### src/rtl/adc_map.svh
// Purpose: Constants of the converter's two-wire slave port
// Assumes: 50 MHz system clock
// Notes:   Threshold reset values are plain defaults
`ifndef ADC_MAP_SVH
`define ADC_MAP_SVH
`define ADC_PTR_RESULT 2'h0
`define ADC_PTR_CFG    2'h1
`define ADC_PTR_LOW    2'h2
`define ADC_PTR_HIGH   2'h3
`define ADC_PTR_LSB    0
`define ADC_RW_BIT     0
`define ADC_ADDR_BASE  5'h12
`define ADC_GC_ADDR    8'h00
`define ADC_GC_RESET   8'h06
`define ADC_HS_CODE    5'h01
`define ADC_RES_RST    24'h00_0000
`define ADC_RES_POS_FS 24'h7F_FFFF
`define ADC_RES_NEG_FS 24'h80_0000
`define ADC_CFG_RST    16'h8583
`define ADC_LOW_RST    16'h8000
`define ADC_HIGH_RST   16'h7FFF
`define ADC_IDLE_BYTE  8'hFF
`define ADC_TIMEOUT_MS 25
`define ADC_CLK_KHZ    50000
`endif

### src/rtl/adc_pkg.sv
// Purpose: Types of the converter's two-wire slave port
// Assumes: Nothing
// Notes:   Whole port state travels as one struct
package adc_pkg;
  typedef enum logic [2:0] {
    ST_IDLE = 3'b000,
    ST_ADDR = 3'b001,
    ST_ACK  = 3'b010,
    ST_WR   = 3'b011,
    ST_RD   = 3'b100,
    ST_ACKR = 3'b101,
    ST_LOAD = 3'b110,
    ST_SKIP = 3'b111
  } adc_state_t;

  typedef struct packed {
    logic [15:0] cfg;
    logic [15:0] low;
    logic [15:0] high;
  } adc_regs_t;

  typedef struct packed {
    adc_state_t  state;
    logic [3:0]  cnt;
    logic [7:0]  sh;
    logic        rw;
    logic        gc;
    logic [1:0]  byte_idx;
    logic [1:0]  ptr;
    logic [7:0]  wr_hi;
    adc_regs_t   regs;
    logic [23:0] res;
    logic        sda_oe;
    logic        hs;
    logic        gc_rst;
    logic [31:0] idle_cnt;
  } adc_port_t;
endpackage

### src/rtl/adc_i2c_slave.sv
// Purpose: Two-wire slave port of a 24-bit converter, four registers
// Assumes: Bus clock well below clk/8; lines sampled through two flops
// Notes:   Serial clock is never driven; data line is open drain
// Operation
// - Act only as slave; never drive the serial clock line.
// - Write: address with direction low, then pointer byte, which is acknowledged.
// - Two data bytes after the pointer go to the selected register, each acknowledged.
// - Register bytes travel most significant byte first in both directions.
// - Direction high: send selected register high byte first, master acknowledges each.
// - Master nack, start or stop ends a read; data line released.
// - Address plus pointer alone is a valid write.
// - Pointer bits kept until a later write changes them.
// - Reads return the register chosen by the last written pointer.
// - Result is 24-bit two's complement, full scale 7FFFFF and 800000.
// - Out-of-range inputs saturate at the full-scale codes.
// - Pointer 00 result, 01 config, 10 low limit, 11 high limit.
// - Result register is read-only; writes to it are ignored.
// - Result reads zero after reset until the first conversion.
// - Slave address 10010 plus two strap bits, sampled continuously.
// - General call acknowledged; second byte 06h resets registers, powers down; the code only reloads registers and pointer and pulses gc_reset.
// - High-speed master code not acknowledged; mode held until next stop.
// - Port returns to idle after 25 ms of bus inactivity.
`timescale 1ns/1ps
`default_nettype none
`include "adc_map.svh"
module adc_i2c_slave #(
  parameter int RAW_W       = 26,
  parameter int TIMEOUT_CYC = `ADC_TIMEOUT_MS * `ADC_CLK_KHZ
) (
  input  wire logic                    clk,
  input  wire logic                    arst_n,
  input  wire logic                    ce,
  input  wire logic                    scl_i,
  input  wire logic                    sda_i,
  output var  logic                    sda_o,
  output var  logic                    sda_oe,
  input  wire logic                    strap_bit_next,
  input  wire logic                    strap_bit_lsb,
  input  wire logic                    conv_valid,
  input  wire logic signed [RAW_W-1:0] conv_raw,
  output var  logic [23:0]             result,
  output var  adc_pkg::adc_regs_t      regs,
  output var  logic                    hs_mode,
  output var  logic                    gc_reset
);
  import adc_pkg::*;

  // Pin synchronisers; first stages feed only second stages
  logic [1:0] scl_q;
  logic [1:0] sda_q;
  logic [1:0] strap_q0;
  logic [1:0] strap_q1;
  logic       scl_p;
  logic       sda_p;
  logic       sda_o_r;

  always_ff @(posedge clk or negedge arst_n) begin
    if (!arst_n) begin
      scl_q    <= 2'h3;
      sda_q    <= 2'h3;
      strap_q0 <= 2'h0;
      strap_q1 <= 2'h0;
      scl_p    <= 1'b1;
      sda_p    <= 1'b1;
      sda_o_r  <= 1'b0;
    end else if (ce) begin
      scl_q    <= {scl_q[0], scl_i};
      sda_q    <= {sda_q[0], sda_i};
      strap_q0 <= {strap_bit_next, strap_bit_lsb};
      strap_q1 <= strap_q0;
      scl_p    <= scl_q[1];
      sda_p    <= sda_q[1];
      sda_o_r  <= 1'b0;
    end
  end

  logic scl_s;
  logic sda_s;
  logic scl_rise;
  logic scl_fall;
  logic start_c;
  logic stop_c;
  assign scl_s    = scl_q[1];
  assign sda_s    = sda_q[1];
  assign scl_rise = scl_s & ~scl_p;
  assign scl_fall = ~scl_s & scl_p;
  assign start_c  = scl_s & scl_p & sda_p & ~sda_s;
  assign stop_c   = scl_s & scl_p & ~sda_p & sda_s;

  adc_port_t s_r;
  adc_port_t s_nxt;

  // Byte offered to the master for the current pointer and byte index
  logic [7:0] rd_byte;
  always_comb begin
    rd_byte = `ADC_IDLE_BYTE;
    case (s_r.ptr)
      `ADC_PTR_RESULT: begin
        case (s_r.byte_idx)
          2'h0:    rd_byte = s_r.res[23:16];
          2'h1:    rd_byte = s_r.res[15:8];
          2'h2:    rd_byte = s_r.res[7:0];
          default: rd_byte = `ADC_IDLE_BYTE;
        endcase
      end
      `ADC_PTR_CFG:  rd_byte = (s_r.byte_idx == 2'h0) ? s_r.regs.cfg[15:8] :
                               (s_r.byte_idx == 2'h1) ? s_r.regs.cfg[7:0] : `ADC_IDLE_BYTE;
      `ADC_PTR_LOW:  rd_byte = (s_r.byte_idx == 2'h0) ? s_r.regs.low[15:8] :
                               (s_r.byte_idx == 2'h1) ? s_r.regs.low[7:0] : `ADC_IDLE_BYTE;
      `ADC_PTR_HIGH: rd_byte = (s_r.byte_idx == 2'h0) ? s_r.regs.high[15:8] :
                               (s_r.byte_idx == 2'h1) ? s_r.regs.high[7:0] : `ADC_IDLE_BYTE;
      default:       rd_byte = `ADC_IDLE_BYTE;
    endcase
  end

  // Saturating result; overflow when the bits above 23 disagree with the sign
  logic [23:0] sat_res;
  logic        in_range;
  assign in_range = (&conv_raw[RAW_W-1:23]) | ~(|conv_raw[RAW_W-1:23]);
  assign sat_res  = in_range ? conv_raw[23:0] :
                    (conv_raw[RAW_W-1] ? `ADC_RES_NEG_FS : `ADC_RES_POS_FS);

  logic [6:0] own_addr;
  assign own_addr = {`ADC_ADDR_BASE, strap_q1};

  always_comb begin
    s_nxt        = s_r;
    s_nxt.gc_rst = 1'b0;
    if (conv_valid) begin
      s_nxt.res = sat_res;
    end
    if (s_r.state == ST_IDLE || scl_s != scl_p || sda_s != sda_p) begin
      s_nxt.idle_cnt = 32'h0000_0000;
    end else begin
      s_nxt.idle_cnt = s_r.idle_cnt + 32'h0000_0001;
    end
    if (stop_c) begin
      s_nxt.state  = ST_IDLE;
      s_nxt.sda_oe = 1'b0;
      s_nxt.hs     = 1'b0;
    end else if (start_c) begin
      s_nxt.state  = ST_ADDR;
      s_nxt.cnt    = 4'h0;
      s_nxt.sda_oe = 1'b0;
    end else if (s_r.idle_cnt > 32'(TIMEOUT_CYC)) begin
      s_nxt.state  = ST_IDLE;
      s_nxt.sda_oe = 1'b0;
    end else begin
      case (s_r.state)
        ST_ADDR: begin
          if (scl_rise) begin
            s_nxt.sh  = {s_r.sh[6:0], sda_s};
            s_nxt.cnt = s_r.cnt + 4'h1;
          end else if (scl_fall && s_r.cnt == 4'h8) begin
            s_nxt.byte_idx = 2'h0;
            s_nxt.rw       = s_r.sh[`ADC_RW_BIT];
            s_nxt.gc       = 1'b0;
            if (s_r.sh[7:1] == own_addr) begin
              s_nxt.state  = ST_ACK;
              s_nxt.sda_oe = 1'b1;
            end else if (s_r.sh == `ADC_GC_ADDR) begin
              s_nxt.state  = ST_ACK;
              s_nxt.gc     = 1'b1;
              s_nxt.sda_oe = 1'b1;
            end else begin
              s_nxt.state = ST_SKIP;
              if (s_r.sh[7:3] == `ADC_HS_CODE) begin
                s_nxt.hs = 1'b1;
              end
            end
          end
        end
        ST_ACK: begin
          if (scl_fall) begin
            s_nxt.cnt = 4'h0;
            if (s_r.rw) begin
              s_nxt.state  = ST_RD;
              s_nxt.sh     = rd_byte;
              s_nxt.sda_oe = ~rd_byte[7];
            end else begin
              s_nxt.state  = ST_WR;
              s_nxt.sda_oe = 1'b0;
            end
          end
        end
        ST_WR: begin
          if (scl_rise) begin
            s_nxt.sh  = {s_r.sh[6:0], sda_s};
            s_nxt.cnt = s_r.cnt + 4'h1;
          end else if (scl_fall && s_r.cnt == 4'h8) begin
            s_nxt.state    = ST_ACK;
            s_nxt.sda_oe   = 1'b1;
            s_nxt.byte_idx = s_r.byte_idx + 2'h1;
            if (s_r.gc) begin
              if (s_r.byte_idx != 2'h0) begin
                s_nxt.state  = ST_SKIP;
                s_nxt.sda_oe = 1'b0;
              end else if (s_r.sh == `ADC_GC_RESET) begin
                s_nxt.regs.cfg  = `ADC_CFG_RST;
                s_nxt.regs.low  = `ADC_LOW_RST;
                s_nxt.regs.high = `ADC_HIGH_RST;
                s_nxt.ptr       = `ADC_PTR_RESULT;
                s_nxt.gc_rst    = 1'b1;
              end
            end else begin
              case (s_r.byte_idx)
                2'h0: s_nxt.ptr = s_r.sh[`ADC_PTR_LSB +: 2];
                2'h1: s_nxt.wr_hi = s_r.sh;
                2'h2: begin
                  case (s_r.ptr)
                    `ADC_PTR_CFG:  s_nxt.regs.cfg  = {s_r.wr_hi, s_r.sh};
                    `ADC_PTR_LOW:  s_nxt.regs.low  = {s_r.wr_hi, s_r.sh};
                    `ADC_PTR_HIGH: s_nxt.regs.high = {s_r.wr_hi, s_r.sh};
                    default:       s_nxt.regs      = s_r.regs;
                  endcase
                end
                default: begin
                  // Surplus bytes are refused rather than wrapped
                  s_nxt.state    = ST_SKIP;
                  s_nxt.sda_oe   = 1'b0;
                  s_nxt.byte_idx = s_r.byte_idx;
                end
              endcase
            end
          end
        end
        ST_RD: begin
          if (scl_rise) begin
            s_nxt.cnt = s_r.cnt + 4'h1;
          end else if (scl_fall) begin
            if (s_r.cnt == 4'h8) begin
              s_nxt.state  = ST_ACKR;
              s_nxt.sda_oe = 1'b0;
            end else begin
              s_nxt.sh     = {s_r.sh[6:0], 1'b0};
              s_nxt.sda_oe = ~s_r.sh[6];
            end
          end
        end
        ST_ACKR: begin
          if (scl_rise) begin
            if (sda_s) begin
              s_nxt.state = ST_SKIP;
            end else begin
              s_nxt.state    = ST_LOAD;
              s_nxt.byte_idx = s_r.byte_idx + 2'h1;
            end
          end
        end
        ST_LOAD: begin
          if (scl_fall) begin
            s_nxt.state  = ST_RD;
            s_nxt.cnt    = 4'h0;
            s_nxt.sh     = rd_byte;
            s_nxt.sda_oe = ~rd_byte[7];
          end
        end
        ST_IDLE: s_nxt.sda_oe = 1'b0;
        ST_SKIP: s_nxt.sda_oe = 1'b0;
        default: s_nxt.state  = ST_IDLE;
      endcase
    end
  end

  always_ff @(posedge clk or negedge arst_n) begin
    if (!arst_n) begin
      s_r           <= '0;
      s_r.state     <= ST_IDLE;
      s_r.res       <= `ADC_RES_RST;
      s_r.regs.cfg  <= `ADC_CFG_RST;
      s_r.regs.low  <= `ADC_LOW_RST;
      s_r.regs.high <= `ADC_HIGH_RST;
    end else if (ce) begin
      s_r <= s_nxt;
    end
  end

  // Serial clock has no output at all; only the data line is ever pulled
  assign sda_o    = sda_o_r;
  assign sda_oe   = s_r.sda_oe;
  assign result   = s_r.res;
  assign regs     = s_r.regs;
  assign hs_mode  = s_r.hs;
  assign gc_reset = s_r.gc_rst;

  logic ev_ok;
  assign ev_ok = ce & ~start_c & ~stop_c & (s_r.idle_cnt <= 32'(TIMEOUT_CYC));

  a_ptr_ack: assert property (@(posedge clk) disable iff (!arst_n)
    (ev_ok && s_r.state == ST_WR && scl_fall && s_r.cnt == 4'h8 && !s_r.gc
     && s_r.byte_idx == 2'h0) |=> (s_r.sda_oe && s_r.state == ST_ACK))
    else $error("pointer byte not acknowledged");

  a_foreign_nack: assert property (@(posedge clk) disable iff (!arst_n)
    (ev_ok && s_r.state == ST_ADDR && scl_fall && s_r.cnt == 4'h8
     && s_r.sh[7:1] != own_addr && s_r.sh != `ADC_GC_ADDR) |=> !s_r.sda_oe)
    else $error("foreign address acknowledged");

  a_read_nack: assert property (@(posedge clk) disable iff (!arst_n)
    (ev_ok && s_r.state == ST_ACKR && scl_rise && sda_s)
      |=> (s_r.state == ST_SKIP && !s_r.sda_oe))
    else $error("read not abandoned on nack");

  a_stop_release: assert property (@(posedge clk) disable iff (!arst_n)
    (ce && stop_c) |=> (!s_r.sda_oe && s_r.state == ST_IDLE && !s_r.hs))
    else $error("stop did not release the port");

  a_res_sat: assert property (@(posedge clk) disable iff (!arst_n)
    (ce && conv_valid && !in_range)
      |=> (s_r.res == `ADC_RES_POS_FS || s_r.res == `ADC_RES_NEG_FS))
    else $error("result wrapped instead of saturating");

  a_res_hold: assert property (@(posedge clk) disable iff (!arst_n)
    !conv_valid |=> $stable(s_r.res))
    else $error("result changed without a conversion");

  a_ptr_keep: assert property (@(posedge clk) disable iff (!arst_n)
    (s_r.state != ST_WR) |=> $stable(s_r.ptr))
    else $error("pointer changed outside a write");

  a_hs_nack: assert property (@(posedge clk) disable iff (!arst_n)
    (ev_ok && s_r.state == ST_ADDR && scl_fall && s_r.cnt == 4'h8
     && s_r.sh[7:3] == `ADC_HS_CODE) |=> (!s_r.sda_oe && s_r.hs))
    else $error("master code acknowledged or mode not entered");

  a_idle_out: assert property (@(posedge clk) disable iff (!arst_n)
    (ce && !stop_c && !start_c && s_r.idle_cnt > 32'(TIMEOUT_CYC))
      |=> (s_r.state == ST_IDLE && !s_r.sda_oe))
    else $error("bus timeout did not return to idle");
endmodule // adc_i2c_slave
`default_nettype wire

### config.mk
export PLATFORM = sky130hd
export DESIGN_NAME = adc_i2c_slave
export DESIGN_NICKNAME = d
export VERILOG_FILES = /design/src/rtl/adc_pkg.sv /design/src/rtl/adc_i2c_slave.sv
export VERILOG_INCLUDE_DIRS = /design/src /design/src/rtl
export SDC_FILE = /design/constraint.sdc
export NUM_CORES = 1
export LEC_CHECK = 0
export CAP_MARGIN = 25
export CORE_MARGIN = 2
export CORE_UTILIZATION = 40
export CTS_CLUSTER_SIZE = 12
export DETAILED_ROUTE_END_ITERATION = 8
export DONT_BUFFER_PORTS = 1
export PLACE_DENSITY = 0.55
export SLEW_MARGIN = 0
export SYNTH_ARGS = -nofsm -noshare
export SYNTH_HDL_FRONTEND = slang
export SYNTH_SLANG_ARGS = --single-unit
### constraint.sdc
create_clock -name clk -period 4.4 [get_ports clk]
set_clock_uncertainty 0.2 [all_clocks]
set_input_delay 0.88 -clock clk [delete_from_list [all_inputs] [get_ports clk]]
set_output_delay 0.88 -clock clk [all_outputs]
set_load 0.02 [all_outputs]
==> impl_summary.md <==
Timing
Adding up every negative setup slack in the final design gives 0 ps. Setup violations remaining at the end of the flow were counted as 0. Headroom to the max-slew limit came out at 0.394. Of the available clock period, the critical path in the final layout requires 0.746.

The minimum clock period is roughly 3300 ps. Setup repair after global routing left no endpoint under its margin. The transition time at the pin with the least slew margin is ~900 ps. The final hold violation count is 0. The number of pins with negative max-slew slack in the final report was 0.

Static timing analysis puts the maximum clock frequency at 305 MHz.

Synth
The synthesized instance count is between 800 and 900. The distinct cell type count after synthesis is 65. Yosys printed 0 warnings. The share of synthesized area in the top cell type comes to 0.363. The post-synthesis net count is 930. The synthesized area is around 8100 um^2. Yosys attributes the largest share of cell area to sky130_fd_sc_hd__dfrtp_1 (36%), sky130_fd_sc_hd__dfstp_2 (9.0%), sky130_fd_sc_hd__buf_4 (6.9%), sky130_fd_sc_hd__o21ai_0 (4.4%), sky130_fd_sc_hd__a21oi_1 (4.3%). The most instantiated flip-flop cell in the synthesis netlist is sky130_fd_sc_hd__dfrtp_1.

In the synthesized netlist the async set-or-reset flop fraction comes to 1.00. Yosys mapped a number of flops with a built-in enable equal to 0. Sorting the synthesized cells by how often they occur yields sky130_fd_sc_hd__dfrtp_1 (118), sky130_fd_sc_hd__nor2_1 (79), sky130_fd_sc_hd__buf_4 (75), sky130_fd_sc_hd__nand2_1 (72), sky130_fd_sc_hd__o21ai_0 (71). Summed over all instances, the cell type with the most area after synthesis is sky130_fd_sc_hd__dfrtp_1. The post-synthesis register bit count is between 100 and 150. The share of the Yosys chip area taken by registers is 0.453. The most numerous cell in the Yosys netlist is sky130_fd_sc_hd__dfrtp_1. The synthesized area per cell is about 9 um^2.

Place
The post-detailed-placement half-perimeter wirelength is about 14000 um. The weighted congestion at the end of routability-driven global placement is 0.836. The number of placed cells counting well taps is about 1000. In this run the tool buffered the top-level ports with 0 buffer cells.

In this run the cell area measured after placement is roughly 8000 um^2.

Detailed routing
The count of vias placed by the detailed router is between 6000 and 7000. The number of detailed-route iterations in the first pass is 5. In the routed design, unresolved DRC markers number 0. After detailed routing, the total wire length is roughly 21000 um. The violation count after the first detailed-routing iteration is 546. The detail-routed via count per cell is around 5.7. In this run the remaining antenna-violating nets after routing total 0.

After detailed routing, the average wire length per cell comes to about 20 um.

Flow run
The number of violations of the max-capacitance limit is 0.

Clock tree
In this run, post-CTS repair resized a total of 0 instances. The maximum root-to-sink buffer count is 2. The number of sinks handled by clock tree synthesis is about 150. Clock latency on the worst-skew pair, taken at its later pin, is ~430 ps. After clock tree synthesis, the clock-pin slew on the worst setup and hold paths is around 70 ps.

TritonCTS built the clock tree. The H-tree depth is 4. The master cell of the clock root buffer is sky130_fd_sc_hd__clkbuf_16.

The CTS buffer count is 17.

Floorplanning
Measured along the x axis, the die boundary spans around 150 um. Measured along the y axis, the die boundary spans about 150 um. The top-level port count is 110. The area of the die is roughly 22000 um^2.

The starting density of the core is 0.405. The core area is 20100 um^2. The count of standard-cell rows is between 50 and 60.

Power
The power density over the cells is 469 nW/um^2. For this design the static power due to leakage is about 3.7 nW. Power comes to between 3 and 4 mW. Across the VDD grid, the largest voltage drop is approximately 0.3 mV.

Finish
Relative to the synthesized area, the layout overhead comes to 3.43%. The final layout contains between 800 and 900 nets. 0 antenna diodes ended up in the layout. The finished layout holds ~1100 standard cells, fillers aside. The cell area after layout is about 8400 um^2. In the final layout, the share of cells above drive strength 1 is 0.135.

The utilization after layout is 0.419.

GRT
The number of global-route vias before repair is a little under 6000. The first global-routing pass estimated between 30000 and 40000 um of wire. The largest net degree at the start of global routing is roughly 120. In the global route stage, overall resource usage came out at 0.203. The total grt overflow is 0. The number of antenna violations at the first check in global routing is 0.

Setup path
The arrival time reported for the critical path endpoint is ~3400 ps. The setup path with the least slack is of type flop to flop. The worst setup path is captured at a flop. Of all nets on the critical path, the largest fanout is 8. The data required time of the critical path is around 4500 ps.

The sort of element at the start of the critical path is a flop.

Worst hold path
The type of the worst min-delay path is input pin to async pin.

Status
The run finished with clean final reports.
==> layout by cell type (no fill, tap or decap), types with 7 or more instances in the layout <==
cell type	count
sky130_fd_sc_hd__or3_1	9
sky130_fd_sc_hd__nand4_1	7
sky130_fd_sc_hd__o21ai_1	9
sky130_fd_sc_hd__mux2i_1	15
sky130_fd_sc_hd__a222oi_1	8
sky130_fd_sc_hd__nand3_1	26
sky130_fd_sc_hd__clkbuf_16	17
sky130_fd_sc_hd__a21oi_1	70
sky130_fd_sc_hd__xnor2_1	18
sky130_fd_sc_hd__o22ai_1	32
sky130_fd_sc_hd__mux2_2	30
sky130_fd_sc_hd__inv_1	47
sky130_fd_sc_hd__nor3_1	12
sky130_fd_sc_hd__and3_1	7
sky130_fd_sc_hd__nand2_1	72
sky130_fd_sc_hd__dfstp_2	28
sky130_fd_sc_hd__dfrtp_1	118
sky130_fd_sc_hd__ha_1	11
sky130_fd_sc_hd__nor2_1	79
sky130_fd_sc_hd__o21ai_0	71
==> power by group <==
group          switching, mW  leakage (nW)  total (mW)  internal [mW]
Sequential             0.220          1.80        1.69           1.47
Combinational          0.532          1.58       0.841          0.309
Clock                  0.654         0.279        1.42          0.766
==> what timing repair did <==
| action | CTS | global route |
|---|---|---|
| hold buffers | 1 | 0 |
| endpoints found under the hold margin | 118 | 0 |
| buffers inserted | 0 | 0 |
==> area by class of cell <==
| class | instances | area (um^2) |
|---|---|---|
| clock inverter | 14 | 138 |
| clock buffer | 18 | 439 |
| fill | 2004 | 11700 |
| sequential | 146 | 3690 |
| inverter | 47 | 176 |
| timing repair buffer | 7 | 72.6 |
| tap | 270 | 338 |
| multi-input combinational | 581 | 3570 |
==> worst max-delay path, stage by stage (launching register included) <==
cell and delay [ps]:
sky130_fd_sc_hd__dfrtp_1 420, sky130_fd_sc_hd__nand3b_1 170, sky130_fd_sc_hd__or4_4 500, sky130_fd_sc_hd__o31a_1 380, sky130_fd_sc_hd__a211oi_4 390, sky130_fd_sc_hd__nor2b_1 690
sky130_fd_sc_hd__mux2_2 420
==> worst paths after layout <==
path	from	end	slack, ps	cells after the start
max	s_r[8]	s_r[122]	1120	6
min	arst_n	sda_q[0]	100	0
max reg2reg	s_r[8]	s_r[122]	1120	6
min reg2reg	scl_q[0]	scl_q[1]	300	2
max in group asynchronous	arst_n	regs[35]	3310	1
min in group clk	scl_q[0]	scl_q[1]	300	2
==> metrics by stage <==
stage | hold slack (ps) | setup slack [ps]
floorplan | 253 | 1690
global placement | 307 | 1150
detailed placement | 301 | 1120
CTS | 84.0 | 1110
global route | 79.0 | 929
finish | 101 | 1120
==> layer usage <==
| metal | global-route usage | part of all wire | vias up |
|---|---|---|---|
| met4 | 0.0515 | 0.014 | 0 |
| met2 | 0.291 | 0.44 | 175 |
| met1 | 0.300 | 0.48 | 3070 |
| met5 | 0 | 0 | - |
| li1 | - | - | 2895 |
| met3 | 0.0594 | 0.064 | 20 |
==> cells by family after synthesis <==
family                   synth area share
other                            0.000461
flip-flops                          0.453
multiplexers                       0.0600
adder cells (fa/ha/maj)            0.0169
AO/OA/AOI/OAI                       0.183
AND/OR/NAND/NOR                     0.152
XOR/XNOR                           0.0258
buffers and inverters               0.109
==> state kept, by name, summed over array words and instances (netlist names) <==
register	cells
result	24
sda_oe	1
strap_q1	2
sda_q	2
sda_p	1
hs_mode	1
regs	48
gc_reset	1
strap_q0	2
scl_p	1
scl_q	2
s_r	61
Power figures use the tool's default switching activity.
